**config.mk**
```make
export PLATFORM = sky130hd
export DESIGN_NAME = fpdc_regs
export DESIGN_NICKNAME = d
export VERILOG_FILES = /design/src/fpdc_pkg.sv /design/src/fpdc_sync.sv /design/src/fpdc_regs.sv
export SDC_FILE = /design/constraint.sdc
export NUM_CORES = 1
export LEC_CHECK = 0
export BUFFER_PORTS_ARGS = -buffer_cell sky130_fd_sc_hd__buf_2
export CORE_MARGIN = 3
export CORE_UTILIZATION = 44
export CTS_CLUSTER_SIZE = 20
export DETAILED_ROUTE_END_ITERATION = 10
export HOLD_SLACK_MARGIN = 0.12
export PLACE_DENSITY = 0.74
export SKIP_CTS_REPAIR_TIMING = 1
export SYNTH_ARGS = -nofsm -noshare
export SYNTH_HDL_FRONTEND = slang
export SYNTH_SLANG_ARGS = --single-unit
```
**constraint.sdc**
```tcl
create_clock -name sys_clk -period 2.8 [get_ports sys_clk]
set_input_delay 0.42 -clock sys_clk [delete_from_list [all_inputs] [get_ports sys_clk]]
set_output_delay 0.42 -clock sys_clk [all_outputs]
set_load 0.02 [all_outputs]
```
**src/fpdc_pkg.sv**
```systemverilog
package fpdc_pkg;
  localparam int unsigned WORD_W         = 24;
  localparam int unsigned SEL_W          = 3;
  localparam int unsigned RATIO_W        = 7;
  localparam int unsigned DENOM_W        = 11;
  localparam int unsigned NUMER_W        = 11;
  localparam int unsigned CNT_W          = 5;

  // Register select codes in the low three bits of a word
  localparam logic [2:0]  SEL_WHOLE      = 3'h0;
  localparam logic [2:0]  SEL_DENOM      = 3'h1;
  localparam logic [2:0]  SEL_NUMER      = 3'h2;

  // Reset contents
  localparam logic [23:0] WHOLE_RST      = 24'h0001c0;
  localparam logic [23:0] DENOM_RST      = 24'h003001;
  localparam logic [23:0] NUMER_RST      = 24'h001802;

  // Field positions
  localparam int unsigned SEL_LSB        = 0;
  localparam int unsigned RATIO_LSB      = 3;
  localparam int unsigned DIV_SEL_BIT    = 10;
  localparam int unsigned DENOM_LSB      = 3;
  localparam int unsigned NUMER_LSB      = 3;

  localparam logic [4:0]  WORD_BITS      = 5'h18;
endpackage : fpdc_pkg

```
**src/fpdc_sync.sv**
```systemverilog
`timescale 1ns/1ps
`default_nettype none
// Two-flop synchroniser for pins from outside the sys_clk domain
module fpdc_sync #(
  parameter int unsigned W = 3
) (
  input  wire logic         sys_clk,
  input  wire logic         arst_n,
  input  wire logic [W-1:0] async_in,
  output logic      [W-1:0] sync_out
);
  logic [W-1:0] meta_r;
  logic [W-1:0] sync_r;

  always_ff @(posedge sys_clk or negedge arst_n) begin
    if (!arst_n) begin
      meta_r <= '0;
      sync_r <= '0;
    end else begin
      meta_r <= async_in;
      sync_r <= meta_r;
    end
  end

  assign sync_out = sync_r;
endmodule : fpdc_sync
`default_nettype wire

```
**src/fpdc_regs.sv**
```systemverilog
`timescale 1ns/1ps
`default_nettype none
// Functional notes
// RULE1 - Select 000 loads whole-ratio register, default 0x0001C0
// RULE2 - Bit 10: 0 fractional, 1 integer
// RULE3 - Host keeps integer-mode ratio 21..123
// RULE4 - Host keeps fractional-mode ratio 24..119
// RULE5 - Ratio is seven bits, bits 9..3
// RULE6 - Integer mode: fvco = 2*fpfd*ratio
// RULE7 - Fractional: fvco = 2*fpfd*(ratio+num/den)
// RULE8 - Select 001 loads denominator, default 0x003001
// RULE9 - Denominator eleven bits from bit 3, 1..2047
// RULE10 - Select 010 loads numerator, default 0x001802
// RULE11 - Host keeps numerator below denominator
// RULE12 - 24-bit words over three-wire serial port
// RULE13 - Host first writes registers 7 down to 0
// RULE14 - Reserved upper bits stored, otherwise ignored
// RULE15 - Only complete 24-bit words update registers
module fpdc_regs
  import fpdc_pkg::*;
#(
  parameter int unsigned WORD_LEN = 24
) (
  input  wire logic                 sys_clk,
  input  wire logic                 arst_n,
  input  wire logic                 ser_clk,
  input  wire logic                 ser_data,
  input  wire logic                 ser_le,
  output logic [fpdc_pkg::WORD_W-1:0]  whole_ratio_divide_ctrl,
  output logic [fpdc_pkg::WORD_W-1:0]  fraction_denominator_ctrl,
  output logic [fpdc_pkg::WORD_W-1:0]  fraction_numerator_ctrl,
  output logic [fpdc_pkg::RATIO_W-1:0] whole_ratio_bits,
  output logic                      divider_select_bit,
  output logic [fpdc_pkg::DENOM_W-1:0] denominator_value,
  output logic [fpdc_pkg::NUMER_W-1:0] numerator_value,
  output logic                      word_loaded,
  output logic [fpdc_pkg::SEL_W-1:0]   other_reg_sel,
  output logic                      other_reg_load,
  output logic [fpdc_pkg::WORD_W-1:0]  other_reg_word
);
  import fpdc_pkg::*;

  logic [2:0] pins_s;
  logic       clk_s;
  logic       dat_s;
  logic       le_s;

  fpdc_sync #(.W(3)) u_sync (
    .sys_clk  (sys_clk),
    .arst_n   (arst_n),
    .async_in ({ser_clk, ser_data, ser_le}),
    .sync_out (pins_s)
  );

  assign clk_s = pins_s[2];
  assign dat_s = pins_s[1];
  assign le_s  = pins_s[0];

  // Frame tracking: latched, shifting, or overlong and spoilt
  typedef enum logic [2:0] {
    ST_IDLE  = 3'b001,
    ST_SHIFT = 3'b010,
    ST_DROP  = 3'b100
  } fpdc_frame_t;

  // Register select code carried in a received word
  function automatic logic [SEL_W-1:0] word_sel(
    input logic [WORD_W-1:0] w
  );
    return w[SEL_LSB +: SEL_W];
  endfunction : word_sel

  // Framing state
  fpdc_frame_t       state_r;
  fpdc_frame_t       state_nxt;
  logic              clk_d_r;
  logic              clk_d_nxt;
  logic              clk_rise;
  logic [WORD_W-1:0] shift_r;
  logic [WORD_W-1:0] shift_nxt;
  logic [CNT_W-1:0]  cnt_r;
  logic [CNT_W-1:0]  cnt_nxt;
  logic              word_full;
  logic              word_done;

  // Register state
  logic [WORD_W-1:0] whole_r;
  logic [WORD_W-1:0] whole_nxt;
  logic [WORD_W-1:0] denom_r;
  logic [WORD_W-1:0] denom_nxt;
  logic [WORD_W-1:0] numer_r;
  logic [WORD_W-1:0] numer_nxt;
  logic              loaded_r;
  logic              loaded_nxt;
  logic [SEL_W-1:0]  osel_r;
  logic [SEL_W-1:0]  osel_nxt;
  logic              oload_r;
  logic              oload_nxt;
  logic [WORD_W-1:0] oword_r;
  logic [WORD_W-1:0] oword_nxt;

  assign clk_rise  = clk_s & ~clk_d_r;
  assign word_full = (cnt_r == WORD_LEN[CNT_W-1:0]);
  // Commit only on latch rise after exactly one full word
  assign word_done = (state_r == ST_SHIFT) && le_s && word_full; // RULE15 RULE12

  always_comb begin
    state_nxt = state_r;
    clk_d_nxt = clk_s;
    shift_nxt = shift_r;
    cnt_nxt   = cnt_r;
    case (state_r)
      ST_IDLE: begin
        cnt_nxt = '0;
        if (!le_s) begin
          state_nxt = ST_SHIFT;
          if (clk_rise) begin
            shift_nxt = {shift_r[WORD_W-2:0], dat_s}; // RULE12
            cnt_nxt   = 5'h01;
          end
        end
      end
      ST_SHIFT: begin
        if (le_s) begin
          state_nxt = ST_IDLE;
          cnt_nxt   = '0;
        end else if (clk_rise) begin
          if (word_full) begin
            // One bit too many spoils the word
            state_nxt = ST_DROP; // RULE15
          end else begin
            // MSB first into a 24-bit word
            shift_nxt = {shift_r[WORD_W-2:0], dat_s}; // RULE12
            cnt_nxt   = cnt_r + 5'h01;
          end
        end
      end
      ST_DROP: begin
        if (le_s) begin
          state_nxt = ST_IDLE;
          cnt_nxt   = '0;
        end
      end
      default: begin
        state_nxt = ST_IDLE;
        cnt_nxt   = '0;
      end
    endcase
  end

  always_ff @(posedge sys_clk or negedge arst_n) begin
    if (!arst_n) begin
      state_r <= ST_IDLE;
      clk_d_r <= 1'b0;
      shift_r <= '0;
      cnt_r   <= '0;
    end else begin
      state_r <= state_nxt;
      clk_d_r <= clk_d_nxt;
      shift_r <= shift_nxt;
      cnt_r   <= cnt_nxt;
    end
  end

  always_comb begin
    whole_nxt  = whole_r;
    denom_nxt  = denom_r;
    numer_nxt  = numer_r;
    loaded_nxt = 1'b0;
    oload_nxt  = 1'b0;
    osel_nxt   = osel_r;
    oword_nxt  = oword_r;
    if (word_done) begin
      loaded_nxt = 1'b1;
      case (word_sel(shift_r))
        SEL_WHOLE: whole_nxt = shift_r; // RULE1 RULE14
        SEL_DENOM: denom_nxt = shift_r; // RULE8 RULE14
        SEL_NUMER: numer_nxt = shift_r; // RULE10 RULE14
        default: begin
          oload_nxt = 1'b1;
          osel_nxt  = word_sel(shift_r);
          oword_nxt = shift_r;
        end
      endcase
    end
  end

  always_ff @(posedge sys_clk or negedge arst_n) begin
    if (!arst_n) begin
      whole_r  <= WHOLE_RST;
      denom_r  <= DENOM_RST;
      numer_r  <= NUMER_RST;
      loaded_r <= 1'b0;
      osel_r   <= '0;
      oload_r  <= 1'b0;
      oword_r  <= '0;
    end else begin
      whole_r  <= whole_nxt;
      denom_r  <= denom_nxt;
      numer_r  <= numer_nxt;
      loaded_r <= loaded_nxt;
      osel_r   <= osel_nxt;
      oload_r  <= oload_nxt;
      oword_r  <= oword_nxt;
    end
  end

  assign whole_ratio_divide_ctrl   = whole_r;
  assign fraction_denominator_ctrl = denom_r;
  assign fraction_numerator_ctrl   = numer_r;
  // Fields handed to the synthesizer divider
  assign whole_ratio_bits   = whole_r[RATIO_LSB +: RATIO_W]; // RULE5 RULE6
  assign divider_select_bit = whole_r[DIV_SEL_BIT]; // RULE2 RULE7
  assign denominator_value  = denom_r[DENOM_LSB +: DENOM_W]; // RULE9 RULE7
  assign numerator_value    = numer_r[NUMER_LSB +: NUMER_W]; // RULE7
  assign word_loaded        = loaded_r;
  assign other_reg_sel      = osel_r;
  assign other_reg_load     = oload_r;
  assign other_reg_word     = oword_r;
endmodule : fpdc_regs
`default_nettype wire

```
-- After elaboration in Yosys (flattened, before gate mapping)
Index checks and enable logic that the tools add are counted.
- register bits: 140
- output and inout port bits: 131
- word-level logic and storage cells: 66
- reduce and logical (&&, ||, !) cells: 12
- bitwise logic cells: 3
- eq/ne operators: 15
- multiplexer cells: 22
- add/sub/neg operators: 1
- operators with widths (kind ; count):
    24-bit two-way mux ; 5
    24-bit case mux with 2 select lines ; 1
    5-bit two-way mux ; 4
    3-bit two-way mux ; 5
    5-bit case mux with 3 select lines ; 1
    2-bit inequality test, second input constant ; 5
    3-bit by 2-bit inequality test with 1-bit output, second input constant ; 3
    3-bit case mux with 3 select lines ; 1
    2-bit AND reduction ; 4
    3-bit by 1-bit == test with 1-bit output, second input constant ; 2
    3-bit by 2-bit == test with 1-bit output, second input constant ; 2
    6-bit AND reduction ; 1
    5-bit by 1-bit adder with 5-bit output, second input constant ; 1
    5-bit == test, second input constant ; 1
    1-bit two-way mux ; 5
    4-bit AND reduction ; 1
    3-bit == test, second input constant ; 1
    3-bit logical NOT ; 1
    3-bit AND reduction ; 1
    3-bit OR reduction ; 1
    1-bit logical AND ; 2
    2-bit by 1-bit inequality test with 1-bit output, second input constant ; 1
    1-bit NOT ; 2
    2-bit nonzero test ; 1
    1-bit bitwise AND ; 1

-- Longest topological paths before layout
- depth in word-level cells: 5
- gate-level depth with buffers: 8
- mapped depth without buffers: 7

-- Hierarchy
Synthesis repeated with hierarchy kept, for this count alone.
- cells, all modules: 370
- area total of the unflattened synthesis: 5525.3 um2
- modules (own cells, without submodules) (module ; times used ; area each (um2) ; cells each):
    fpdc_regs ; 1 ; 5375.2 ; 364
    fpdc_sync ; 1 ; 150.1 ; 6

-- Worst setup path before layout
Ideal clock, no wire load.
- kind: register to register
- start point: register cnt_r[0]
- end point: register whole_r[14] (netlist: whole_ratio_divide_ctrl[14])
- required time: 2.675 ns
- cell stages (with the launch flop): 8
- buffers on the path: 1
- clock period less this slack: 1.973 ns
- library setup time: 0.125 ns
- slack: 0.827 ns
- arrival: 1.849 ns
- path through: dfrtp_1 > inv_1 > ha_1 > and4b_2 > nand4b_4 > nor4_4 > buf_6 > mux2_2
- cells in the longest elaborated chain, start to end: 3
- ends and longest elaborated chain (element ; RTL line ; source):
    start: declaration ; fpdc_regs.sv:81 ; logic [CNT_W-1:0] cnt_r;
    start signal: assignment ; fpdc_regs.sv:161 ; cnt_r <= cnt_nxt;
    5-bit == test ; fpdc_regs.sv:103 ; assign word_full = (cnt_r == WORD_LEN[CNT_W-1:0]);
    1-bit logical AND ; fpdc_regs.sv:105 ; assign word_done = (state_r == ST_SHIFT) && le_s && word_full;
    2-bit AND reduction (no line) ; - ;
    end signal: assignment ; fpdc_regs.sv:198 ; whole_r <= whole_nxt;
    end: declaration ; fpdc_regs.sv:87 ; logic [WORD_W-1:0] whole_r;
No other way between the ends.
A chain may end at the register's enable or synchronous reset.

-- Final worst setup path
- start point: register cnt_r[0]
- end point: register denom_r[15] (netlist: fraction_denominator_ctrl[15])
- cells in the longest elaborated chain, start to end: 3
- ends and longest elaborated chain (element ; RTL line ; source):
    5-bit == test ; fpdc_regs.sv:103 ;
    1-bit logical AND ; fpdc_regs.sv:105 ;
    2-bit AND reduction (no line) ; - ;
    end signal: assignment ; fpdc_regs.sv:199 ; denom_r <= denom_nxt;
    end: declaration ; fpdc_regs.sv:89 ; logic [WORD_W-1:0] denom_r;
No other way between the ends.

==> reports/summary.txt <==
status: complete, no violations
unrepaired setup endpoints after global routing: no
largest net degree at the start of global routing: 75
Hold Crit Start: u_sync.meta_r[2]
Vias: 3290
final wirelength: 10980 um
GR Overflow Total: 0
Longest Clk Path Bufs: 2
flops & latches, synth: 137
Clock Skews: 0.009315 ns
post-DR vias/cell: 4.962
Mapped Area: 5497 um^2
maxcap violations: 0
Setup Viol. Count Final: 0
ANT nets after route: 0
design area: 6728 um^2
Post-synth EDFFs: 0
DR DRC count: 0
smallest hold slack: 0.3503 ns
sw frac: 22.64%
GRT busiest layer: met2
Slew @ Worst Pin: 0.6727 ns
Net count, final: 489
vias in the first global route: 3456
GR Layer Usage met3: 5.670%
CP delay by family, top: simple AND/OR/NAND/NOR gates
clock latency on the worst-skew pair: 0.42 ns
Cell Int Power: 3.482 mW
reg2reg start: cnt_r[0]
Clk pin slew, worst setup/hold paths: 0.06 ns
Starting Density: 45.38%
CTS tree: done
Max-slew headroom: 55.15%
CP startpoint kind: flip-flop
r2r setup slk: 0.64 ns
CP Depth: 7
die area: 13870 um^2
ranking of synthesized cells by area: dfrtp_1 58%, mux2_2 22%, buf_4 4.8%, dfstp_2 4.8%, buf_6 1.2%
first-pass GRT wire length: 18220 um
depth of the worst register-to-register path: 7
post-synthesis sequential area ratio: 62.60%
met2 usage in global routing: 26.52%
setup TNS: 0 ns
drt wl/cell: 16.56 um
CP Cell Sequence: inv_1, ha_1, and4b_2, nand4b_4, inv_2, nand3_4, mux2_2
Post-DP HPWL: 7073 um
area leader, netlist: dfrtp_1
endpoints failing hold: 0
sink of the worst hold path: u_sync.sync_out[2]
Worst Path Required: 3.10 ns
Overall Power: 4.501 mW
M1 GR Usage: 20.80%
Rows: 40
Crit Path Category: reg2reg
Chip Width: 117.8 um
Filler cells: 1048
fmax: 0.4627 GHz
HP Class: reg2reg
Area Growth Syn to Fin: 22.40%
Switch Pwr: 1.019 mW
Mapped Cells: 364
# diodes: 0
RePlAce Congestion: 0.7607
top cell type's share of synthesized area: 57.82%
post-synth cell types: 35
Die Y: 117.8 um
ys flop type: dfrtp_1
Area after DPL: 6095 um^2
root buffer cell: clkbuf_16
crit share post-route: 77.19%
VDD IR-drop max: 0.0003115 V
Mean Syn Cell Area: 15.10 um^2
ys async rst share: 100.0%
hold depth: 0
r2r endpoint: fraction_denominator_ctrl[15]
warnings from Yosys: 0
I/O Buffers: 135
Core Area: 12110 um^2
initial DRC count: 109
slowest CP cell: dfrtp_1
I/O pin cnt: 136
CP max stage delay: 0.42 ns
Leak Pwr: 3.763 nW
syn nets: 371
CTS Buf Count: 17
Clock Sinks: 137
pwr/cell area: 669.1 nW/um^2
share of cells above drive strength 1: 60.20%
WP data arrival: 2.46 ns
fin. max-slew vios: 0
number of detailed-route iterations in the first pass: 4
clock power share: 48.8%
antenna violations before repair: 0
Combinational Power Share: 3.7%
Reg power frac: 47.5%
CTS H-tree lvls: 4
Worst Setup End Kind: flip-flop
min cycle time layout: 2.161 ns
crit path buf inv count: 2
Max FO, Critical Path: 24
Total GRT Usage: 16.68%
## per-layer routing
layer | wire length [um] | vias to the layer above
met5 | 0 | -
met4 | 225 | 0
met3 | 640 | 19
met2 | 5322 | 110
met1 | 4791 | 1695
li1 | - | 1466
## sequential cells by signal, summed over array words and instances, names as in the netlist
register                   count
clk_d_r                        1
cnt_r                          5
fraction_denominator_ctrl     24
fraction_numerator_ctrl       24
other_reg_load                 1
other_reg_sel                  2
other_reg_word                22
shift_r                       24
state_r                        3
u_sync.meta_r                  3
u_sync.sync_out                3
whole_ratio_divide_ctrl       24
word_loaded                    1
## synthesized netlist by cell type, types with 2 or more instances
| master | number |
|---|---|
| nand3_1 | 4 |
| and2_1 | 4 |
| o2bb2ai_1 | 2 |
| o21ai_0 | 10 |
| buf_6 | 6 |
| inv_1 | 3 |
| o31ai_1 | 2 |
| dfstp_2 | 10 |
| nand3_4 | 2 |
| mux2_2 | 108 |
| nand2b_1 | 6 |
| and2b_1 | 2 |
| buf_4 | 35 |
| buf_2 | 4 |
| nor2_1 | 6 |
| dfrtp_1 | 127 |
| nor2b_1 | 7 |
| nand2_1 | 8 |
| ha_1 | 2 |
## worst max path at each step
stage                  start                       endpoint  slack, ns
floorplan           cnt_r[0]    whole_ratio_divide_ctrl[14]       0.83
global placement    cnt_r[0]    whole_ratio_divide_ctrl[14]       0.69
detailed placement  cnt_r[0]    fraction_numerator_ctrl[16]       0.63
CTS                 cnt_r[0]  fraction_denominator_ctrl[15]       0.61
global route        cnt_r[0]   fraction_denominator_ctrl[8]       0.49
finish              cnt_r[0]  fraction_denominator_ctrl[15]       0.64
## stage by stage
step	worst slack [ns]	instances	utilization (%)
final	0.6386	663	55.55
after global routing	0.4894	663	55.55
after CTS	0.6122	659	55.22
after detailed placement	0.6337	627	50.32
after global placement	0.6901	627	50.32
after floorplan	0.8266	364	-
## cells by family after synthesis
family	synth area share, %
xor gates and xnor gates	0.1594
adders and majority gates	0.4552
muxes	22.13
DFF	62.60
buffers and inverters	6.715
and+or+nand+nor	5.577
AOI/OAI and AO/OA	2.367
## cell type report
| class | instances | area [um^2] | share of cell area, % |
|---|---|---|---|
| Clock buffer | 21 | 470.5 | 6.993 |
| Inverter | 4 | 15.01 | 0.2232 |
| Tap cell | 168 | 210.2 | 3.124 |
| Timing Repair Buffer | 145 | 779.5 | 11.59 |
| Multi-Input combinational cell | 177 | 1689 | 25.11 |
| Sequential cell | 137 | 3441 | 51.14 |
| Clock inverter | 11 | 122.6 | 1.823 |
## power groups by stage
stage                     clock (mW)  combinational [mW]  sequential, mW
after floorplan                    0               0.157            2.10
after global placement             0               0.157            2.17
after detailed placement           0               0.162            2.17
after CTS                       2.25               0.166            2.14
after global routing            2.34               0.191            2.15
final                           2.20               0.167            2.14
## worst reg2reg max path, delay by kind of cell (launching register included)
family / cells / cell delay, ns
adder cells (fa/ha/maj): 1 / 0.13
buffers and inverters: 2 / 0.25
flip-flops: 1 / 0.42
multiplexers: 1 / 0.42
AND/OR/NAND/NOR: 3 / 0.82
## placed cells by master, fill, tap and decap left out, types with 3 or more instances in the layout
cell type,netlist,final
nor2_1,6,5
clkinvlp_4,0,4
mux2_2,108,108
buf_2,4,134
dfstp_2,10,10
clkinv_2,0,3
dlygate4sd3_1,0,4
buf_4,35,5
nand2_1,8,8
clkbuf_8,0,3
nor2b_1,7,7
dfrtp_1,127,127
inv_1,3,3
nand3_1,4,4
clkbuf_16,0,17
and2_1,4,4
o21ai_0,10,10
nand2b_1,6,6
Power figures use the tool's default switching activity.
